==> config.mk <==
export PLATFORM = sky130hd
export DESIGN_NAME = asr_receiver
export DESIGN_NICKNAME = d
export VERILOG_FILES = /design/src/design/asr_receiver.v
export VERILOG_INCLUDE_DIRS = /design/src /design/src/inc
export SDC_FILE = /design/constraint.sdc
export NUM_CORES = 1
export LEC_CHECK = 0
export BUFFER_PORTS_ARGS = -buffer_cell sky130_fd_sc_hd__buf_2
export CAP_MARGIN = 20
export CORE_AREA = 10 10 121 123
export DETAILED_ROUTE_END_ITERATION = 12
export DIE_AREA = 0 0 131 133
export PLACE_DENSITY = 0.79
export SLEW_MARGIN = 15
export SYNTH_ARGS = -nofsm -noshare
export SYNTH_HDL_FRONTEND = slang
export SYNTH_SLANG_ARGS = --single-unit
==> constraint.sdc <==
create_clock -name clk -period 11.65 [get_ports clk]
set_input_delay 1.165 -clock clk [delete_from_list [all_inputs] [get_ports clk]]
set_output_delay 1.165 -clock clk [all_outputs]
set_load 0.01 [all_outputs]
==> src/inc/asr_map.vh <==
// Register offsets, field positions, reset values and timing counts of the serial receiver.
`ifndef ASR_MAP_VH
`define ASR_MAP_VH

// ----------------------------------------------------------------------------
// Register byte addresses
// ----------------------------------------------------------------------------
`define ASR_TX_STATUS_CONTROL_ADDR   8'h00
`define ASR_RX_STATUS_CONTROL_ADDR   8'h04
`define ASR_BAUD_CONTROL_ADDR        8'h08
`define ASR_BAUD_DIVISOR_LOW_ADDR    8'h0c
`define ASR_BAUD_DIVISOR_HIGH_ADDR   8'h10
`define ASR_RX_DATA_ADDR             8'h14
`define ASR_IRQ_CONTROL_ADDR         8'h18
`define ASR_IRQ_STATUS_ADDR          8'h1c
`define ASR_IRQ_MASK_ADDR            8'h20

// ----------------------------------------------------------------------------
// Field positions
// ----------------------------------------------------------------------------
`define ASR_RSC_PORT_EN_BIT          7
`define ASR_RSC_NINE_BIT             6
`define ASR_RSC_CONT_RX_BIT          4
`define ASR_RSC_FRAMING_BIT          2
`define ASR_RSC_OVERRUN_BIT          1
`define ASR_RSC_NINTH_BIT            0
`define ASR_TSC_SYNC_BIT             4
`define ASR_BC_RX_IDLE_BIT           6
`define ASR_BC_RX_POL_BIT            5
`define ASR_IC_RX_IE_BIT             0
`define ASR_IC_PERIPH_IE_BIT         1
`define ASR_IC_GLOBAL_IE_BIT         2
`define ASR_IS_CHAR_BIT              0
`define ASR_IS_OVERRUN_BIT           1
`define ASR_IS_FRAMING_BIT           2

// ----------------------------------------------------------------------------
// Reset values and timing counts
// ----------------------------------------------------------------------------
`define ASR_RESET_BYTE               8'h00
`define ASR_OVERSAMPLE               5'h10
`define ASR_HALF_BIT_TICKS           4'h7
`define ASR_FULL_BIT_TICKS           4'hf
`define ASR_FIFO_DEPTH               2'h2

`endif

==> src/design/asr_receiver.v <==
// Asynchronous serial receiver with oversampling recovery, two-entry FIFO and AXI4-Lite registers.
`timescale 1ns/1ps
`default_nettype none
`include "asr_map.vh"

module asr_receiver (
    input  wire        clk,
    input  wire        rstn,
    input  wire        serial_input_pin,
    input  wire [7:0]  s_axi_awaddr,
    input  wire        s_axi_awvalid,
    output reg         s_axi_awready,
    input  wire [31:0] s_axi_wdata,
    input  wire [3:0]  s_axi_wstrb,
    input  wire        s_axi_wvalid,
    output reg         s_axi_wready,
    output reg  [1:0]  s_axi_bresp,
    output reg         s_axi_bvalid,
    input  wire        s_axi_bready,
    input  wire [7:0]  s_axi_araddr,
    input  wire        s_axi_arvalid,
    output reg         s_axi_arready,
    output reg  [31:0] s_axi_rdata,
    output reg  [1:0]  s_axi_rresp,
    output reg         s_axi_rvalid,
    input  wire        s_axi_rready,
    output reg         irq
);

    // ------------------------------------------------------------------------
    // Reset release
    // ------------------------------------------------------------------------
    reg  [1:0] rst_sync_reg;
    wire       rst_n;
    always @(posedge clk or negedge rstn) begin
        if (!rstn)
            rst_sync_reg <= 2'b00;
        else
            rst_sync_reg <= {rst_sync_reg[0], 1'b1};
    end
    assign rst_n = rst_sync_reg[1];

    // ------------------------------------------------------------------------
    // Control registers
    // ------------------------------------------------------------------------
    reg  [7:0] tx_status_control_reg;
    reg  [7:0] baud_control_reg;
    reg  [7:0] baud_divisor_low_reg;
    reg  [7:0] baud_divisor_high_reg;
    reg        serial_port_enable_reg;
    reg        nine_bit_rx_select_reg;
    reg        continuous_receive_enable_reg;
    reg  [7:0] rsc_spare_reg;
    reg  [2:0] irq_control_reg;
    reg  [2:0] irq_status_reg;
    reg  [2:0] irq_mask_reg;

    wire rx_enable = continuous_receive_enable_reg & serial_port_enable_reg
                   & ~tx_status_control_reg[`ASR_TSC_SYNC_BIT];
    wire async_mode = ~tx_status_control_reg[`ASR_TSC_SYNC_BIT];
    wire rx_polarity_invert = baud_control_reg[`ASR_BC_RX_POL_BIT] & async_mode;

    // ------------------------------------------------------------------------
    // Oversampling tick, sixteen per bit from the baud divisor
    // ------------------------------------------------------------------------
    reg  [15:0] div_cnt_reg;
    wire [15:0] divisor = {baud_divisor_high_reg, baud_divisor_low_reg};
    wire        tick = (div_cnt_reg == 16'h0000);
    always @(posedge clk or negedge rst_n) begin
        if (!rst_n)
            div_cnt_reg <= 16'h0000;
        else if (tick || !serial_port_enable_reg)
            div_cnt_reg <= divisor;
        else
            div_cnt_reg <= div_cnt_reg - 16'h0001;
    end

    // ------------------------------------------------------------------------
    // Line conditioning and majority window
    // ------------------------------------------------------------------------
    wire       line = serial_input_pin ^ rx_polarity_invert;
    reg  [2:0] win_reg;
    wire       majority = (win_reg[0] & win_reg[1]) | (win_reg[1] & win_reg[2])
                        | (win_reg[0] & win_reg[2]);
    always @(posedge clk or negedge rst_n) begin
        if (!rst_n)
            win_reg <= 3'b111;
        else if (tick)
            win_reg <= {win_reg[1:0], line};
    end

    // ------------------------------------------------------------------------
    // Data recovery state machine
    // ------------------------------------------------------------------------
    localparam ST_HUNT  = 2'd0;
    localparam ST_START = 2'd1;
    localparam ST_DATA  = 2'd2;
    localparam ST_STOP  = 2'd3;

    reg  [1:0] state_reg;
    reg  [3:0] phase_reg;
    reg  [3:0] bit_cnt_reg;
    reg  [8:0] rx_shift_register;
    reg        prev_line_reg;
    reg        push;
    reg        push_framing_error_flag;
    reg        overrun_error_flag;

    wire [3:0] last_bit = nine_bit_rx_select_reg ? 4'd8 : 4'd7;

    // The window lags the line by one tick, so the centre decision uses the
    // sample at centre minus one, centre and centre plus one.
    always @(posedge clk or negedge rst_n) begin
        if (!rst_n) begin
            state_reg         <= ST_HUNT;
            phase_reg         <= 4'h0;
            bit_cnt_reg       <= 4'h0;
            rx_shift_register <= 9'h000;
            prev_line_reg     <= 1'b1;
            push              <= 1'b0;
            push_framing_error_flag         <= 1'b0;
        end else begin
            push <= 1'b0;
            if (tick)
                prev_line_reg <= line;
            if (!rx_enable || overrun_error_flag) begin
                state_reg <= ST_HUNT;
            end else if (tick) begin
                case (state_reg)
                    ST_HUNT: begin
                        if (prev_line_reg && !line) begin
                            state_reg <= ST_START;
                            phase_reg <= 4'h0;
                        end
                    end
                    ST_START: begin
                        phase_reg <= phase_reg + 4'h1;
                        if (phase_reg == `ASR_HALF_BIT_TICKS + 4'h1) begin
                            phase_reg <= 4'h0;
                            bit_cnt_reg <= 4'h0;
                            if (majority)
                                state_reg <= ST_HUNT;
                            else
                                state_reg <= ST_DATA;
                        end
                    end
                    ST_DATA: begin
                        phase_reg <= phase_reg + 4'h1;
                        if (phase_reg == `ASR_FULL_BIT_TICKS) begin
                            phase_reg <= 4'h0;
                            // Bits enter at the top and move down: LSB first.
                            if (nine_bit_rx_select_reg)
                                rx_shift_register <= {majority, rx_shift_register[8:1]};
                            else
                                rx_shift_register <= {1'b0, majority, rx_shift_register[7:1]};
                            bit_cnt_reg <= bit_cnt_reg + 4'h1;
                            if (bit_cnt_reg == last_bit)
                                state_reg <= ST_STOP;
                        end
                    end
                    ST_STOP: begin
                        phase_reg <= phase_reg + 4'h1;
                        if (phase_reg == `ASR_FULL_BIT_TICKS) begin
                            push      <= 1'b1;
                            push_framing_error_flag <= ~majority;
                            state_reg <= ST_HUNT;
                        end
                    end
                    default: state_reg <= ST_HUNT;
                endcase
            end
        end
    end

    // ------------------------------------------------------------------------
    // Two-entry receive FIFO with per-entry framing status
    // ------------------------------------------------------------------------
    reg  [8:0] fifo_data [0:1];
    reg  [1:0] fifo_framing_error_flag_reg;
    reg        rd_ptr_reg;
    reg        wr_ptr_reg;
    reg  [1:0] count_reg;
    wire       pop;
    wire       fifo_full = (count_reg == `ASR_FIFO_DEPTH);
    wire       do_push = push && !fifo_full;
    wire       do_pop = pop && (count_reg != 2'b00);
    // An empty FIFO reads as zero, so a never-written entry cannot leak out.
    wire [8:0] head_data = (count_reg != 2'b00) ? fifo_data[rd_ptr_reg] : 9'h000;
    wire       head_framing_error_flag = (count_reg != 2'b00) & fifo_framing_error_flag_reg[rd_ptr_reg];

    always @(posedge clk) begin
        if (do_push)
            fifo_data[wr_ptr_reg] <= rx_shift_register;
    end

    always @(posedge clk or negedge rst_n) begin
        if (!rst_n) begin
            fifo_framing_error_flag_reg      <= 2'b00;
            rd_ptr_reg         <= 1'b0;
            wr_ptr_reg         <= 1'b0;
            count_reg          <= 2'b00;
            overrun_error_flag <= 1'b0;
        end else if (!serial_port_enable_reg) begin
            fifo_framing_error_flag_reg      <= 2'b00;
            rd_ptr_reg         <= 1'b0;
            wr_ptr_reg         <= 1'b0;
            count_reg          <= 2'b00;
            overrun_error_flag <= 1'b0;
        end else begin
            if (do_push) begin
                fifo_framing_error_flag_reg[wr_ptr_reg] <= push_framing_error_flag;
                wr_ptr_reg <= ~wr_ptr_reg;
            end
            if (do_pop)
                rd_ptr_reg <= ~rd_ptr_reg;
            count_reg <= count_reg + {1'b0, do_push} - {1'b0, do_pop};
            if (push && fifo_full)
                overrun_error_flag <= 1'b1;
            else if (!continuous_receive_enable_reg)
                overrun_error_flag <= 1'b0;
        end
    end

    // Flag is pure hardware state; a register write reaches it only by clearing the port enable, which empties the FIFO.
    wire rx_char_available_flag = (count_reg != 2'b00);
    wire irq_gate = irq_control_reg[`ASR_IC_RX_IE_BIT] & irq_control_reg[`ASR_IC_PERIPH_IE_BIT]
                  & irq_control_reg[`ASR_IC_GLOBAL_IE_BIT];

    // ------------------------------------------------------------------------
    // AXI4-Lite slave
    // ------------------------------------------------------------------------
    reg  [7:0]  aw_addr_reg;
    reg         aw_full_reg;
    reg  [31:0] w_data_reg;
    reg  [3:0]  w_strb_reg;
    reg         w_full_reg;
    wire        wr_go = aw_full_reg && w_full_reg && !s_axi_bvalid;
    wire        rd_go = s_axi_arvalid && s_axi_arready;
    wire        wr_b0 = wr_go && w_strb_reg[0];
    assign pop = rd_go && (s_axi_araddr == `ASR_RX_DATA_ADDR);

    wire [7:0] rsc_view = {serial_port_enable_reg, nine_bit_rx_select_reg, rsc_spare_reg[5],
                           continuous_receive_enable_reg, rsc_spare_reg[3], head_framing_error_flag,
                           overrun_error_flag, head_data[8]};
    wire [7:0] bc_view = {baud_control_reg[7], (state_reg == ST_HUNT), baud_control_reg[5:0]};

    reg  [31:0] rd_mux;
    reg         rd_ok;
    always @* begin
        rd_mux = 32'h0000_0000;
        rd_ok  = 1'b1;
        case (s_axi_araddr)
            `ASR_TX_STATUS_CONTROL_ADDR: rd_mux[7:0] = tx_status_control_reg;
            `ASR_RX_STATUS_CONTROL_ADDR: rd_mux[7:0] = rsc_view;
            `ASR_BAUD_CONTROL_ADDR:      rd_mux[7:0] = bc_view;
            `ASR_BAUD_DIVISOR_LOW_ADDR:  rd_mux[7:0] = baud_divisor_low_reg;
            `ASR_BAUD_DIVISOR_HIGH_ADDR: rd_mux[7:0] = baud_divisor_high_reg;
            `ASR_RX_DATA_ADDR:           rd_mux[7:0] = head_data[7:0];
            `ASR_IRQ_CONTROL_ADDR:       rd_mux[2:0] = irq_control_reg;
            `ASR_IRQ_STATUS_ADDR:        rd_mux[2:0] = irq_status_reg;
            `ASR_IRQ_MASK_ADDR:          rd_mux[2:0] = irq_mask_reg;
            default:                     rd_ok = 1'b0;
        endcase
    end

    wire [2:0] events = {push & push_framing_error_flag & !fifo_full, push & fifo_full, do_push};
    wire       st_rd = rd_go && (s_axi_araddr == `ASR_IRQ_STATUS_ADDR);

    always @(posedge clk or negedge rst_n) begin
        if (!rst_n) begin
            s_axi_awready <= 1'b0;
            s_axi_wready  <= 1'b0;
            s_axi_bvalid  <= 1'b0;
            s_axi_bresp   <= 2'b00;
            s_axi_arready <= 1'b0;
            s_axi_rvalid  <= 1'b0;
            s_axi_rresp   <= 2'b00;
            s_axi_rdata   <= 32'h0000_0000;
            aw_addr_reg   <= 8'h00;
            aw_full_reg   <= 1'b0;
            w_data_reg    <= 32'h0000_0000;
            w_strb_reg    <= 4'h0;
            w_full_reg    <= 1'b0;
            irq           <= 1'b0;
            tx_status_control_reg         <= `ASR_RESET_BYTE;
            baud_control_reg              <= `ASR_RESET_BYTE;
            baud_divisor_low_reg          <= `ASR_RESET_BYTE;
            baud_divisor_high_reg         <= `ASR_RESET_BYTE;
            serial_port_enable_reg        <= 1'b0;
            nine_bit_rx_select_reg        <= 1'b0;
            continuous_receive_enable_reg <= 1'b0;
            rsc_spare_reg                 <= `ASR_RESET_BYTE;
            irq_control_reg               <= 3'b000;
            irq_status_reg                <= 3'b000;
            irq_mask_reg                  <= 3'b000;
        end else begin
            s_axi_awready <= !aw_full_reg && !s_axi_awready && s_axi_awvalid;
            s_axi_wready  <= !w_full_reg && !s_axi_wready && s_axi_wvalid;
            if (s_axi_awvalid && s_axi_awready) begin
                aw_addr_reg <= s_axi_awaddr;
                aw_full_reg <= 1'b1;
            end
            if (s_axi_wvalid && s_axi_wready) begin
                w_data_reg <= s_axi_wdata;
                w_strb_reg <= s_axi_wstrb;
                w_full_reg <= 1'b1;
            end
            if (wr_go) begin
                aw_full_reg  <= 1'b0;
                w_full_reg   <= 1'b0;
                s_axi_bvalid <= 1'b1;
                s_axi_bresp  <= 2'b00;
                case (aw_addr_reg)
                    `ASR_TX_STATUS_CONTROL_ADDR:
                        if (wr_b0) tx_status_control_reg <= w_data_reg[7:0];
                    `ASR_RX_STATUS_CONTROL_ADDR:
                        if (wr_b0) begin
                            serial_port_enable_reg        <= w_data_reg[`ASR_RSC_PORT_EN_BIT];
                            nine_bit_rx_select_reg        <= w_data_reg[`ASR_RSC_NINE_BIT];
                            continuous_receive_enable_reg <= w_data_reg[`ASR_RSC_CONT_RX_BIT];
                            rsc_spare_reg                 <= w_data_reg[7:0];
                        end
                    `ASR_BAUD_CONTROL_ADDR:
                        if (wr_b0) baud_control_reg <= w_data_reg[7:0];
                    `ASR_BAUD_DIVISOR_LOW_ADDR:
                        if (wr_b0) baud_divisor_low_reg <= w_data_reg[7:0];
                    `ASR_BAUD_DIVISOR_HIGH_ADDR:
                        if (wr_b0) baud_divisor_high_reg <= w_data_reg[7:0];
                    `ASR_RX_DATA_ADDR: ;
                    `ASR_IRQ_CONTROL_ADDR:
                        if (wr_b0) irq_control_reg <= w_data_reg[2:0];
                    `ASR_IRQ_STATUS_ADDR: ;
                    `ASR_IRQ_MASK_ADDR:
                        if (wr_b0) irq_mask_reg <= w_data_reg[2:0];
                    default: s_axi_bresp <= 2'b10;
                endcase
            end else if (s_axi_bvalid && s_axi_bready) begin
                s_axi_bvalid <= 1'b0;
            end
            s_axi_arready <= !s_axi_arready && !s_axi_rvalid && s_axi_arvalid;
            if (rd_go) begin
                s_axi_rvalid <= 1'b1;
                s_axi_rdata  <= rd_mux;
                s_axi_rresp  <= rd_ok ? 2'b00 : 2'b10;
            end else if (s_axi_rvalid && s_axi_rready) begin
                s_axi_rvalid <= 1'b0;
            end
            // Set wins over the read-clear so no event is lost.
            irq_status_reg <= (st_rd ? 3'b000 : irq_status_reg) | events;
            irq <= ((irq_status_reg & irq_mask_reg) != 3'b000)
                 || (rx_char_available_flag && irq_gate);
        end
    end

endmodule // asr_receiver
`default_nettype wire

==> out/metrics.yaml <==
outcome:
  status: "finished clean"
logic_synthesis:
  syn_inst: 591
  synth_ff_type: "dfrtp_1"
  yosysWarnings: 0
  ys_seq_area_share_pct: 54.51
  synth_top_cell_by_area: "dfrtp_1"
  syn_area_um2: 6920
  yosysTopAreaCellShare_pct: 45.56
  synth_seq_cells: 147
  synthTopCellsByArea: "dfrtp_1 (46%), mux2_2 (12%), edfxtp_1 (7.8%)"
  synth-edff-count: 18
  syn_avg_cell_area_um2: 11.71
  ys_types: 65
  async_reset_ff_share_pct: 87.76
detailed_routing:
  drt_iter0_markers: 395
  wirelength_mm: 15.96
  met1Wirelength_mm: 6.555
  route.vias.total: 4808
  dr.pass1.iters: 5
  antenna_left: 0
  wl_met3_mm: 1.019
  route.detailed.drc: 0
  routed.top_layer: "met4"
  viasPerCell: 5.835
  routedWlPerCell_um: 19.37
  route.met2.wl_mm: 8.054
layout:
  area_delta_synth_final_pct: 13.70
  final_common_cell: "dfrtp_1"
  regArea_um2: 3776
  final_cell_area_um2: 7869
  fillers: 933
  largest_reg_flops: 18
  diodes: 0
  final_cell_mix: "dfrtp_1 (125), mux2_2 (76), nand2_1 (53), buf_2 (48), o21ai_0 (32)"
  drive_above_1_share_pct: 26.84
  multi_input_area_um2: 2925
  final_nets: 706
timing:
  setup_viol: 0
  rsz0062_at_grt: "false"
  worst-slew-pin-transition_ns: 0.9406
  finalMaxSlewViolations: 0
  finalCriticalPeriod_ns: 3.016
  fmax_mhz: 331.5
  finalHoldViolations: 0
  fin_crit_sh_pct: 25.89
  skew_ns: 0.006511
  tns_ns: 0
  slew_headroom_pct: 37.29
die:
  die-area_um2: 17420
  coreArea_um2: 12360
  die_x_um: 131
  die_h_um: 133
  num_rows: 41
  io_pins: 102
  start_util_pct: 55.98
global_route:
  grt_pass1_wl_mm: 25.70
  grt_usage_pct: 18.68
  grt_max_degree: 73
  grt_pass1_vias: 4924
  grt_overflow: 0
  antenna_found_initial: 0
placement:
  hpwlAfterDp_mm: 10.93
  dpl-instance-area_um2: 7217
  gp_congestion: 0.9477
  port_buffers: 48
power_and_ir_drop:
  p_leak_nw: 3.620
  max-vdd-ir-drop_uv: 110.6
  power.density_nw_per_um2: 200.2
setup_path:
  endpoint_kind: "flip-flop"
  start_kind: "flip-flop"
  r2r-start: "div_cnt_reg[0]"
  critical_path.max_fanout: 13
  r2r_cells: 6
  crit_arrival_ns: 3.31
  rrSetupSlack_ns: 8.63
  cp_data_required_time_ns: 11.95
  crit_type: "reg -> reg"
  r2r-end: "rx_shift_register[4]"
run:
  drv_cap: 0
clocking:
  cts_resized: 0
  cts.clk_slew.worst_paths_ns: 0.06
  clockRootBuffer: "clkbuf_16"
  clock-sinks: 147
  cts.htree.levels: 4
  cts_buffers: 17
  cts_setup_buffers: 0
  holdBufCountCts: 0
  tritoncts: "done"
  clk_latency_ns: 0.41
  clockBufferDepth: 2
hold_path:
  min_path_type: "reg -> reg"
  hold_start: "rst_sync_reg[0]"
  hold_end: "rst_sync_reg[1]"
  min_path_cells: 0
[how the worst max path moves through the flow]
stage	slack [ns]	start	to
floorplan	7.80	rst_sync_reg[1]	aw_addr_reg[0]
finish	8.63	div_cnt_reg[0]	rx_shift_register[4]
global route	8.50	div_cnt_reg[0]	rx_shift_register[4]
global placement	8.49	s_axi_araddr[3]	count_reg[1]
detailed placement	8.44	s_axi_araddr[4]	count_reg[1]
CTS	8.63	div_cnt_reg[0]	rx_shift_register[4]
[worst max-delay path: stages (launching register included)]
cell,delay (ns)
dfrtp_1,0.40
inv_1,0.06
ha_1,0.18
or3b_2,0.52
or4_4,0.48
or4b_1,0.84
mux2_4,0.41
[power by group]
group          internal (mW)  switching [mW]
logic                  0.143           0.146
clock network          0.396           0.207
registers              0.596          0.0871
total                   1.14           0.440
[Yosys cell counts (all sizes together) (6+ instances only)]
cell type / instances
nor3b: 10
nand3: 6
mux2i: 14
buf: 31
o21ai: 33
inv: 10
a21oi: 18
nor3: 14
mux2: 80
edfxtp: 18
nor2: 28
xnor2: 13
dfrtp: 126
nand2: 53
clkbuf: 15
and2: 7
a22oi: 8
ha: 6
[stage by stage]
stage	power [mW]	hold WS, ns	instances	util [%]	setup WS [ns]
2_1_floorplan	0.8891	0.3312	616	-	7.795
3_3_place_gp	0.9503	0.3385	793	58.37	8.495
3_5_place_dp	0.9724	0.3465	793	58.37	8.436
4_1_cts	1.578	0.3598	824	63.65	8.633
5_1_grt	1.641	0.3619	824	63.65	8.497
6_report	1.576	0.3539	824	63.65	8.634
[area by class of cell]
cell class | count | share of cell area, %
clock inverter | 9 | 2.258
clock buffer | 22 | 6.026
tap | 172 | 2.735
multi-input combinational | 413 | 37.18
sequential | 147 | 47.99
timing repair buffer | 51 | 3.339
inverter | 10 | 0.4770
[metal layers]
| layer | GRT usage [%] | vias to the layer above |
|---|---|---|
| met3 | 4.634 | 28 |
| li1 | - | 2189 |
| met2 | 31.63 | 183 |
| met5 | 0 | - |
| met4 | 6.428 | 0 |
| met1 | 22.46 | 2408 |
[cells by family after synthesis]
kind of cell,Yosys count,share of synthesized area (%)
simple gates,168,13.00
flops,147,54.51
compound gates,100,9.167
mux,94,15.26
buf+inv,56,4.574
xor+xnor,17,2.151
fa+ha+maj,7,1.229
other cells,2,0.1085
No activity file was read; power rests on OpenSTA's default activity.
